==> src/core/pmd_pkg.sv <==
// constants shared by the page-mode dram controller and its refresh timer
// assumes a 25 mhz system clock; all figures below are turned into cycles here
package pmd_pkg;

    // system clock period
    localparam int unsigned CLK_PERIOD_NS   = 40;

    // power-up pause, least time, rounds up
    localparam int unsigned PWRUP_PAUSE_US  = 200;
    localparam int unsigned PWRUP_CYC       =
        (PWRUP_PAUSE_US * 1000 + CLK_PERIOD_NS - 1) / CLK_PERIOD_NS;

    // wake-up refresh cycles after power-up or after a missed refresh period
    localparam int unsigned WAKE_CYCLES     = 8;

    // refresh period and rows; per-row interval is a longest time, rounds down
    localparam int unsigned REF_PERIOD_MS   = 16;
    localparam int unsigned REF_ROWS        = 1024;
    localparam int unsigned REF_INTERVAL_CYC =
        (REF_PERIOD_MS * 1000000 / REF_ROWS) / CLK_PERIOD_NS;

    // backlog of owed refreshes that counts as a missed refresh period
    localparam int unsigned REF_PEND_MAX    = 8;

    // pin level after reset: all strobes and controls inactive
    localparam logic        PIN_IDLE        = 1'h1;

endpackage : pmd_pkg

==> src/core/pmd_refresh_if.sv <==
// handshake between the refresh interval timer and the access sequencer
// assumes both ends run on the same clock
interface pmd_refresh_if;
    logic due;       // at least one refresh owed
    logic overrun;   // backlog full: refresh period missed
    logic taken;     // one-cycle pulse: a refresh cycle was issued

    // timer end
    modport timer (output due, output overrun, input taken);
    // sequencer end
    modport ctrl  (input due, input overrun, output taken);
endinterface : pmd_refresh_if

==> src/core/pmd_refresh_timer.sv <==
// refresh interval timer: counts owed refresh cycles for the sequencer
// assumes taken pulses come from the same clock domain
module pmd_refresh_timer #(
    parameter int unsigned INTERVAL_CYC = pmd_pkg::REF_INTERVAL_CYC,
    parameter int unsigned PEND_MAX     = pmd_pkg::REF_PEND_MAX
) (
    // clock and control
    input  wire logic         clk,
    input  wire logic         srst,
    input  wire logic         ce,
    // sequencer side
    pmd_refresh_if.timer      rif
);
    localparam int unsigned IW = $clog2(INTERVAL_CYC + 1);
    localparam int unsigned PW = $clog2(PEND_MAX + 1);

    // whole timer state
    typedef struct packed {
        logic [IW-1:0] ivl;      // cycles into current interval
        logic [PW-1:0] pend;     // owed refreshes
        logic          due;      // registered pend != 0
        logic          overrun;  // registered pend == max
    } pmd_tmr_s;

    pmd_tmr_s q;       // registered state
    pmd_tmr_s d;       // next state

    // interval count and owed-refresh bookkeeping
    always_comb begin
        logic tick;
        tick = (q.ivl == IW'(INTERVAL_CYC - 1));
        d = q;
        d.ivl = tick ? '0 : q.ivl + IW'(1);
        // a tick and a take in the same cycle cancel, so no owed cycle is lost
        if (tick && !rif.taken) begin
            if (q.pend != PW'(PEND_MAX)) begin
                d.pend = q.pend + PW'(1);
            end
        end else if (!tick && rif.taken && q.pend != '0) begin
            d.pend = q.pend - PW'(1);
        end
        d.due     = (d.pend != '0);
        d.overrun = (d.pend == PW'(PEND_MAX));
    end

    // register the state; frozen while ce is low
    always_ff @(posedge clk) begin
        if (srst) begin
            q <= '{default: '0};
        end else if (ce) begin
            q <= d;
        end
    end

    assign rif.due     = q.due;
    assign rif.overrun = q.overrun;

endmodule : pmd_refresh_timer

==> src/core/pmd_ctrl.sv <==
// host-side controller for a 1M x 16 fast-page-mode dram
// assumes clk at 25 mhz, a 2-flop synchroniser on the returned data lines,
// and a testbench that resolves the shared data wire from data_lines_oe
module pmd_ctrl #(
    parameter int unsigned ROW_W     = 10,
    parameter int unsigned COL_W     = 10,
    parameter int unsigned DATA_W    = 16,
    parameter int unsigned PWRUP_CYC = pmd_pkg::PWRUP_CYC
) (
    // clock, reset, enable
    input  wire logic                   clk,
    input  wire logic                   srst,
    input  wire logic                   ce,
    // user request
    input  wire logic                   req_valid,
    output logic                        req_ready,
    input  wire logic                   req_write,
    input  wire logic [ROW_W+COL_W-1:0] req_addr,
    input  wire logic [DATA_W-1:0]      req_wdata,
    input  wire logic [1:0]             req_be,
    // user read answer
    output logic                        rsp_valid,
    output logic [DATA_W-1:0]           rsp_rdata,
    // status
    output logic                        init_done,
    // dram pins
    output logic                        row_strobe_n,
    output logic                        lower_col_strobe_n,
    output logic                        upper_col_strobe_n,
    output logic                        write_en_n,
    output logic                        out_gate_n,
    output logic [ROW_W-1:0]            mux_addr,
    output logic [DATA_W-1:0]           data_lines_o,
    output logic                        data_lines_oe,
    input  wire logic [DATA_W-1:0]      data_lines_i
);
    // counter widths; the pause counter follows its parameter
    localparam int unsigned PCW = $clog2(PWRUP_CYC + 1);
    localparam int unsigned WCW = $clog2(pmd_pkg::WAKE_CYCLES + 1);

    // sequencer states, one-hot
    // only early writes are issued, each access opening and closing its own
    // row: simpler and fixed in latency, at the cost of page-mode bandwidth
    typedef enum logic [9:0] {
        ST_PWR      = 10'h001,  // power-up pause
        ST_IDLE     = 10'h002,  // strobes high, waiting
        ST_ROW      = 10'h004,  // row strobe low, row address out
        ST_COL      = 10'h008,  // column strobes low
        ST_HOLD1    = 10'h010,  // read data crossing the synchroniser
        ST_HOLD2    = 10'h020,  // read data captured
        ST_CBR_CAS  = 10'h040,  // column strobes low ahead of row strobe
        ST_CBR_RAS  = 10'h080,  // row strobe falls with column low
        ST_CBR_HOLD = 10'h100,  // row strobe held low alone
        ST_PRE      = 10'h200   // precharge, everything high
    } pmd_state_e;

    // whole controller state
    typedef struct packed {
        pmd_state_e        st;         // sequencer state
        logic [PCW-1:0]    pwr_cnt;    // power-up pause counter
        logic [WCW-1:0]    wake_cnt;   // wake-up refreshes still to issue
        logic              init_done;  // wake-up complete
        logic              ras_n;      // row strobe pin
        logic              lcs_n;      // lower column strobe pin
        logic              ucs_n;      // upper column strobe pin
        logic              we_n;       // write enable pin
        logic              oe_n;       // output gate pin
        logic [ROW_W-1:0]  addr;       // multiplexed address pins
        logic [DATA_W-1:0] dout;       // write data pins
        logic              dout_oe;    // we drive the data lines
        logic [DATA_W-1:0] sync1;      // first synchroniser stage
        logic [DATA_W-1:0] sync2;      // second synchroniser stage
        logic [COL_W-1:0]  col;        // latched column address
        logic [1:0]        be;         // latched byte lanes
        logic              write;      // latched direction
        logic              req_ready;  // request may be taken
        logic              rsp_valid;  // read answer pulse
        logic [DATA_W-1:0] rsp_data;   // read answer data
        logic              taken;      // refresh issued pulse
    } pmd_ctl_s;

    // constant state after reset: every pin inactive, pause running
    localparam pmd_ctl_s RST = '{
        st:      ST_PWR,
        ras_n:   pmd_pkg::PIN_IDLE,
        lcs_n:   pmd_pkg::PIN_IDLE,
        ucs_n:   pmd_pkg::PIN_IDLE,
        we_n:    pmd_pkg::PIN_IDLE,
        oe_n:    pmd_pkg::PIN_IDLE,
        default: '0
    };

    pmd_ctl_s      q;      // registered state
    pmd_ctl_s      d;      // next state
    pmd_refresh_if rif (); // timer link

    // refresh interval timer
    pmd_refresh_timer #(
        .INTERVAL_CYC (pmd_pkg::REF_INTERVAL_CYC),
        .PEND_MAX     (pmd_pkg::REF_PEND_MAX)
    ) u_timer (
        .clk  (clk),
        .srst (srst),
        .ce   (ce),
        .rif  (rif)
    );

    // all strobes and controls back high; used at every cycle end
    // dropping the data drive with them keeps us off the device's outputs
    function automatic pmd_ctl_s release_pins(input pmd_ctl_s s);
        pmd_ctl_s r;
        r = s;
        r.ras_n   = 1'h1;
        r.lcs_n   = 1'h1;
        r.ucs_n   = 1'h1;
        r.we_n    = 1'h1;
        r.oe_n    = 1'h1;
        r.dout_oe = 1'h0;
        return r;
    endfunction : release_pins

    // sequencer next state and pin values
    always_comb begin
        d = q;
        d.rsp_valid = 1'h0;
        d.taken     = 1'h0;
        // first stage is read only by the second
        d.sync1 = data_lines_i;
        d.sync2 = q.sync1;
        case (q.st)
            ST_PWR: begin
                // pause, then owe the full set of wake-up refreshes
                if (q.pwr_cnt == PCW'(PWRUP_CYC - 1)) begin
                    d.st       = ST_IDLE;
                    d.wake_cnt = WCW'(pmd_pkg::WAKE_CYCLES);
                end else begin
                    d.pwr_cnt = q.pwr_cnt + PCW'(1);
                end
            end
            ST_IDLE: begin
                if (q.req_ready && req_valid) begin
                    // row strobe falls with the row address
                    d.st      = ST_ROW;
                    d.ras_n   = 1'h0;
                    d.addr    = req_addr[ROW_W+COL_W-1:COL_W];
                    d.col     = req_addr[COL_W-1:0];
                    d.be      = req_be;
                    d.write   = req_write;
                    // write enable goes low before any column strobe
                    d.we_n    = !req_write;
                    d.dout    = req_wdata;
                    d.dout_oe = req_write;
                    // output gate stays high during writes
                    d.oe_n    = 1'h1;
                end else if (q.wake_cnt != '0 || rif.due) begin
                    // refresh when no request is taken; column strobes low first
                    // refresh only starts from idle with every pin high, so a
                    // hidden refresh never arises and the outputs stay open
                    d.st    = ST_CBR_CAS;
                    d.lcs_n = 1'h0;
                    d.ucs_n = 1'h0;
                    // a full backlog means the period was missed: wake up again;
                    // tested in here because a full backlog always owes a refresh
                    if (rif.overrun && q.wake_cnt == '0) begin
                        d.wake_cnt = WCW'(pmd_pkg::WAKE_CYCLES);
                    end
                end
            end

            ST_ROW: begin
                // one clock after row strobe; later than 37 ns, so access
                // time is then set by the column strobe alone
                d.st    = ST_COL;
                d.addr  = ROW_W'(q.col);
                d.lcs_n = !q.be[0];
                d.ucs_n = !q.be[1];
                // read starts as both column strobe and output gate fall
                d.oe_n  = q.write;
            end

            ST_COL: begin
                if (q.write) begin
                    // strobes low one full clock: pulse and hold met; release
                    // from d so the synchroniser keeps moving
                    d    = release_pins(d);
                    d.st = ST_PRE;
                end else begin
                    // read: column strobe and output gate stay low
                    d.st = ST_HOLD1;
                end
            end

            ST_HOLD1: begin
                // pins hold while the sampled word moves to the second stage
                d.st = ST_HOLD2;
            end

            ST_HOLD2: begin
                // data has crossed both synchroniser stages
                d.rsp_data  = q.sync2;
                d.rsp_valid = 1'h1;
                // write enable was high up to this release
                d           = release_pins(d);
                d.st        = ST_PRE;
            end

            ST_CBR_CAS: begin
                // column strobes have led by a whole clock
                d.st    = ST_CBR_RAS;
                d.ras_n = 1'h0;
                d.taken = 1'h1;
                if (q.wake_cnt != '0) begin
                    d.wake_cnt = q.wake_cnt - WCW'(1);
                end
            end

            ST_CBR_RAS: begin
                // column strobes held a full clock past the row fall
                d.st    = ST_CBR_HOLD;
                d.lcs_n = 1'h1;
                d.ucs_n = 1'h1;
            end

            ST_CBR_HOLD: begin
                // row strobe low two clocks in all, then precharge
                d       = release_pins(d);
                d.st    = ST_PRE;
            end

            ST_PRE: begin
                // both strobes high before any new cycle clears the output;
                // every cycle closes its row here, so no page mode is used
                d.st = ST_IDLE;
            end

            default: begin
                // stray code: fall back to the reset state
                d = RST;
            end
        endcase
        // done once the pause and all wake-up refreshes are behind us
        // a fresh wake-up after a missed period takes it low again
        d.init_done = (q.st != ST_PWR) && (d.wake_cnt == '0) && (q.st != ST_IDLE
                      || q.init_done || q.wake_cnt == '0);
        // no new request from the cycle after a refresh becomes owed
        d.req_ready = (d.st == ST_IDLE) && (d.wake_cnt == '0) && !rif.due
                      && !rif.overrun;
    end

    // register the state; frozen while ce is low
    always_ff @(posedge clk) begin
        if (srst) begin
            q <= RST;
        end else if (ce) begin
            q <= d;
        end
    end

    // one-cycle refresh pulse back to the timer
    assign rif.taken = q.taken;

    // outputs straight from flops
    // so every pin edge follows the clock edge with no decode glitch
    assign req_ready          = q.req_ready;
    assign rsp_valid          = q.rsp_valid;
    assign rsp_rdata          = q.rsp_data;
    assign init_done          = q.init_done;
    assign row_strobe_n       = q.ras_n;
    assign lower_col_strobe_n = q.lcs_n;
    assign upper_col_strobe_n = q.ucs_n;
    assign write_en_n         = q.we_n;
    assign out_gate_n         = q.oe_n;
    assign mux_addr           = q.addr;
    assign data_lines_o       = q.dout;
    assign data_lines_oe      = q.dout_oe;

endmodule : pmd_ctrl

==> config.mk <==
export PLATFORM = sky130hd
export DESIGN_NAME = pmd_ctrl
export DESIGN_NICKNAME = d
export VERILOG_FILES = /design/src/core/pmd_pkg.sv /design/src/core/pmd_refresh_if.sv /design/src/core/pmd_refresh_timer.sv /design/src/core/pmd_ctrl.sv
export SDC_FILE = /design/constraint.sdc
export NUM_CORES = 1
export LEC_CHECK = 0
export BUFFER_PORTS_ARGS = -buffer_cell sky130_fd_sc_hd__buf_2
export CAP_MARGIN = 20
export CORE_ASPECT_RATIO = 0.8
export CORE_MARGIN = 2
export CORE_UTILIZATION = 35
export DETAILED_ROUTE_END_ITERATION = 16
export PLACE_DENSITY_LB_ADDON = 0.1
export SLEW_MARGIN = 15
export SYNTH_ARGS = -nofsm -noshare
export SYNTH_HDL_FRONTEND = slang
export SYNTH_SLANG_ARGS = --single-unit
==> constraint.sdc <==
create_clock -name clk -period 5 [get_ports clk]
set_input_delay 0.25 -clock clk [delete_from_list [all_inputs] [get_ports clk]]
set_output_delay 0.25 -clock clk [all_outputs]
set_load 0.03 [all_outputs]
# --- After elaboration in Yosys (flattened, before gate mapping) ---
# Index checks and enable logic that the tools add are counted.
op_classes:
  n_eq_ne: 22
  n_bitwise: 9
  n_mux: 32
  n_addsub: 5
  n_reduce_logical: 45
ops:
  columns: ["operator", "n"]
  rows:
  - ["$mux 96", 1]
  - ["$pmux 10 s9", 1]
  - ["$pmux 13 s3", 2]
  - ["$pmux 17 s4", 1]
  - ["$pmux 32 s2", 1]
  - ["$pmux 11 s5", 1]
  - ["$pmux 17 s3", 1]
  - ["$mux 10", 4]
  - ["$mux 4", 8]
  - ["$mux 29", 1]
  - ["$mux 13", 2]
  - ["$reduce_or 8->1", 3]
  - ["$eq 10x2->1 const B", 2]
  - ["$pmux 4 s5", 1]
  - ["$reduce_and 4->1", 5]
  - ["$reduce_and 5->1", 3]
  - ["$add 13x1->13 const B", 1]
  - ["$eq 13x13->1 const B", 1]
  - ["$reduce_bool 4->1", 3]
  - ["$reduce_or 6->1", 2]
  - ["$eq 10x1->1 const B", 1]
  - ["$eq 10x10->1 const B", 1]
  - ["$eq 10x3->1 const B", 1]
  - ["$eq 10x4->1 const B", 1]
  - ["31 further kinds", 65]
totals:
  reg_bits: 139
  inputBits: 59
  word_cells: 138

# --- Logic depth before layout (Yosys ltp) ---
depth:
  ltp_word: 10
  ltp_mapped: 10

# --- Cells and area by module ---
# A second synthesis with hierarchy kept.
hier_totals:
  cells_unflattened: 802
  hier_area_um2: 6677.7
modules_own_cells:
  columns: ["mod", "area_per_inst_um2", "seq_area_each_um2", "n_inst", "cells_each"]
  rows:
  - ["pmd_ctrl", 5731.7, 2482.4, 1, 693]
  - ["pmd_refresh_timer", 945.9, 300.3, 1, 109]

# --- Worst setup path before layout ---
# OpenSTA, ideal clock, no wires.
synth_timing:
  path_kind: "register to register"
  startpoint: "register q[121] in the netlist's numbering"
  endpoint: "register q, in the netlist data_lines_o[10]"
  t_arrival_ns: 2.213
  path_stages_with_launch: 10
  slack_ns: 2.659
  setup_time_ns: 0.128
  path_cell_list: "dfxtp_1 > or4_4 > nor4_4 > nand2_1 > nor3b_1 > and3_1 > buf_2 > buf_6 > a31oi_1 > nor2_1"
synth_between:
  elab_chain_cells: 4
synth_rtl:
  columns: ["element", "line_no", "rtl"]
  rows:
  - ["from (decl)", "pmd_ctrl.sv:93", "pmd_ctl_s q;"]
  - ["from (signal assigned)", "pmd_ctrl.sv:253", "q <= RST;"]
  - ["from (signal assigned)", "pmd_ctrl.sv:255", "q <= d;"]
  - ["$eq 10x10->1, or another cell as far along", "pmd_ctrl.sv:130", "case (q.st)"]
  - ["$reduce_or 6->1 (no source line) / $reduce_or 2->1 (equally long branches)", null, null]
  - ["$not 1->1 (no source line)", null, null]
  - ["$reduce_and 5->1 (no source line)", null, null]
# Parallel ways exist; a longest one is shown, timed or not.
# A chain may end at the register's enable or synchronous reset.

# --- Final worst setup path ---
layout_timing:
  startpoint: "register q[117] in the netlist's numbering"
  endpoint: "register q[19] in the netlist's numbering"
layout_between:
  elab_chain_cells: 4
layout_rtl:
  columns: ["element", "line_no"]
  rows:
  - ["$eq 10x10->1, or another cell as far along", "pmd_ctrl.sv:130"]
  - ["$reduce_or 8->1 (no source line)", null]
  - ["$not 1->1 (no source line)", null]
  - ["$reduce_and 3->1 (no source line)", null]
# Parallel ways exist; a longest one is shown, timed or not.

==> impl_metrics.tcl <==
set metrics [dict create \
    n_fill_cell 1993 \
    first_iter_violations 375 \
    area_growth_pct 13.9 \
    synthCells 876 \
    ys_warn_count 0 \
    diodes 0 \
    die_w_um 161 \
    cp-end-kind "flop" \
    vias 6107 \
    async_reset_ff_share_pct 0 \
    first_pass_iters 5 \
    p_leak_nw 2.98 \
    nets 974 \
    cts_tree "built" \
    setup_viol 0 \
    dpl.cell_count 1145 \
    postCtsSetupRepairBufs 0 \
    clk_path_buf_depth 2 \
    wirelength_um 18400 \
    critPathMaxFanout 31 \
    clk_pin_slew_ns 0.06 \
    tns_ns 0 \
    p_per_area_nw_per_um2 329 \
    startpoint_type "flop" \
    syn_nets 942 \
    cts_hold_buffers 0 \
    skew_ns 0.0120 \
    fin_crit_ns 2.99 \
    route.detailed.drc 0 \
    clkLatencyLatePin_ns 0.43 \
    grt_max_degree 79 \
    initial_core_util_pct 36.1 \
    outcome "finished, final reports clean" \
    hpwlAfterDp_um 12000 \
    port_buffers 109 \
    min_period_over_period_pct 59.7 \
    stdcell_area_sq_um 7870 \
    hold_ws_ns 0.0654 \
    layout_commonest_cell "dfxtp_1" \
    grt_overflow_total 0 \
    post-place-ws_ns 1.89 \
    arrival_ns 3.30 \
    ir_drop_mv 0.134 \
    cts_resized 0 \
    grt_pass1_vias 5663 \
    crit_buf_inv 1 \
    critPathRequiredTime_ns 5.32 \
    via_per_inst 5.19 \
    synth.distinct_cells 64 \
    hold_path.class "primary input to flop" \
    io_pins 110 \
    synthFlopType "dfxtp_1" \
    drive_above_1_share_pct 17.6 \
    slew_headroom_pct 39.2 \
    numCtsBuffers 17 \
    cts.sinks 139 \
    placed_area_sq_um 7270 \
    maxSlewViolCount 0 \
    cpLargestDelayFamily "simple AND/OR/NAND/NOR gates" \
    drv_cap 0 \
    setup_ws_ns 2.01 \
    netlist_area_sq_um 6910 \
    ys_seq_area_share_pct 40.3 \
    cpMostUsedCell "nand2_1" \
    grt_usage_pct 17.7 \
    finalHoldViolations 0 \
    antenna_found_initial 0 \
    cp_slowest_cell "dfxtp_1" \
    synth_edf_count 0 \
    avgSynthCellArea_sq_um 7.89 \
    path_class "flop to flop" \
    die_area_sq_um 20900 \
    cp_cell_sequence "nor3_1, nand3_1, nand2_1, nor2_2, buf_4, and2_1, nand2_1, a32o_1" \
    synth_area_leader_cell "dfxtp_1" \
    fmax_mhz 335 \
    cts_root_buf "clkbuf_16" \
    fp.dieH_um 130 \
    instances_no_fill 1177 \
    synth_top_area_share_pct 40.3 \
    yosys_register_bits 139 \
    final_cell_mix "139 x dfxtp_1, 108 x buf_2, 89 x nand2_1" \
    synth_area_leaders "dfxtp_1 40%, a31oi_1 5.3%, a21oi_1 5.1%, nand2_1 4.8%, nor2_1 4.7%" \
    rsz0062_at_grt "no" \
    h-tree-depth 4 \
    postRouteAntennaNets 0 \
    grt_pass1_wl_um 29700 \
    worst_slew_pin_slew_ns 0.908 \
    cp_slowest_stage_delay_ns 0.69 \
    rows 45 \
    place_congestion 0.846 \
    wl_per_cell_um 15.6 \
    core_area_sq_um 19100 \
]
tightest hold or removal path, cell delays in order:
cell	delay, ns
buf_2	0.07
a31oi_1	0.06
nor2_1	0.07
final timing paths:
check / to / slack, ns / startpoint / depth (start not counted)
min: data_lines_o[11] / 0.07 / req_wdata[11] / 3
min reg2reg: rsp_rdata[12] / 0.45 / rsp_rdata[12] / 2
max reg2reg: q[19] / 2.01 / q[117] / 8
max: q[19] / 2.01 / q[117] / 8
where the power goes:
group | total, mW | internal, mW | switching [mW]
combinational | 0.198 | 0.0645 | 0.133
sequential | 1.15 | 1.13 | 0.0176
clock | 1.25 | 0.754 | 0.493
total | 2.59 | 1.95 | 0.644
layer usage:
layer	share of wire, %	GRT usage (%)
met1	51	25.5
met2	43	26.2
met3	4.8	4.03
met4	1.3	5.88
met5	0	0
stage by stage:
stage | power [mW] | utilization, %
after detailed placement | 1.37 | 38.0
after global placement | 1.37 | 38.0
after floorplan | 1.31 | -
after CTS | 2.63 | 41.0
final | 2.59 | 41.1
after global routing | 2.69 | 41.1
synth_stat cells (3+ instances only):
cell / n
dfxtp_1: 139
nand2_1: 89
nor2_1: 87
a21oi_1: 70
nand3_1: 62
a31oi_1: 58
clkbuf_1: 45
buf_4: 43
inv_1: 40
xor2_1: 22
nor3_1: 20
nand4_1: 15
a211oi_1: 14
o21ai_0: 14
a22oi_1: 12
buf_2: 12
mux2i_1: 11
and3_1: 9
nor4_1: 8
o21ai_1: 8
ha_1: 7
buf_1: 6
nand2b_1: 6
xnor2_1: 6
and2_1: 5
or3_1: 5
or4_1: 5
nor4b_1: 4
a41oi_1: 3
o221ai_1: 3
kinds of logic (layout without fill, tap and decap cells):
| logic type | Yosys count | count (layout) | share of synthesized area (%) |
|---|---|---|---|
| multiplexers | 11 | 11 | 1.59 |
| buffers and inverters | 150 | 193 | 10.9 |
| flip-flops | 139 | 139 | 40.3 |
| AO/OA/AOI/OAI | 206 | 206 | 18.6 |
| XOR/XNOR | 28 | 28 | 3.55 |
| adder cells (fa/ha/maj) | 7 | 7 | 1.27 |
| AND/OR/NAND/NOR | 335 | 335 | 23.8 |
state kept, by name, indices dropped and copies added (netlist names), 10 cells and up:
| signal | flops |
|---|---|
| u_timer.q | 13 |
| rsp_rdata | 16 |
| mux_addr | 10 |
| q | 72 |
| data_lines_o | 16 |
final cells by class:
cell class | instances | area (sq um) | share of cell area, %
multi-input combinational | 587 | 3380 | 43.0
timing repair buffer | 121 | 649 | 8.25
inverter | 42 | 158 | 2.00
tap | 258 | 323 | 4.10
clock inverter | 11 | 121 | 1.54
clock buffer | 19 | 453 | 5.75
sequential | 139 | 2780 | 35.4
(Power assumes the default switching activity.)
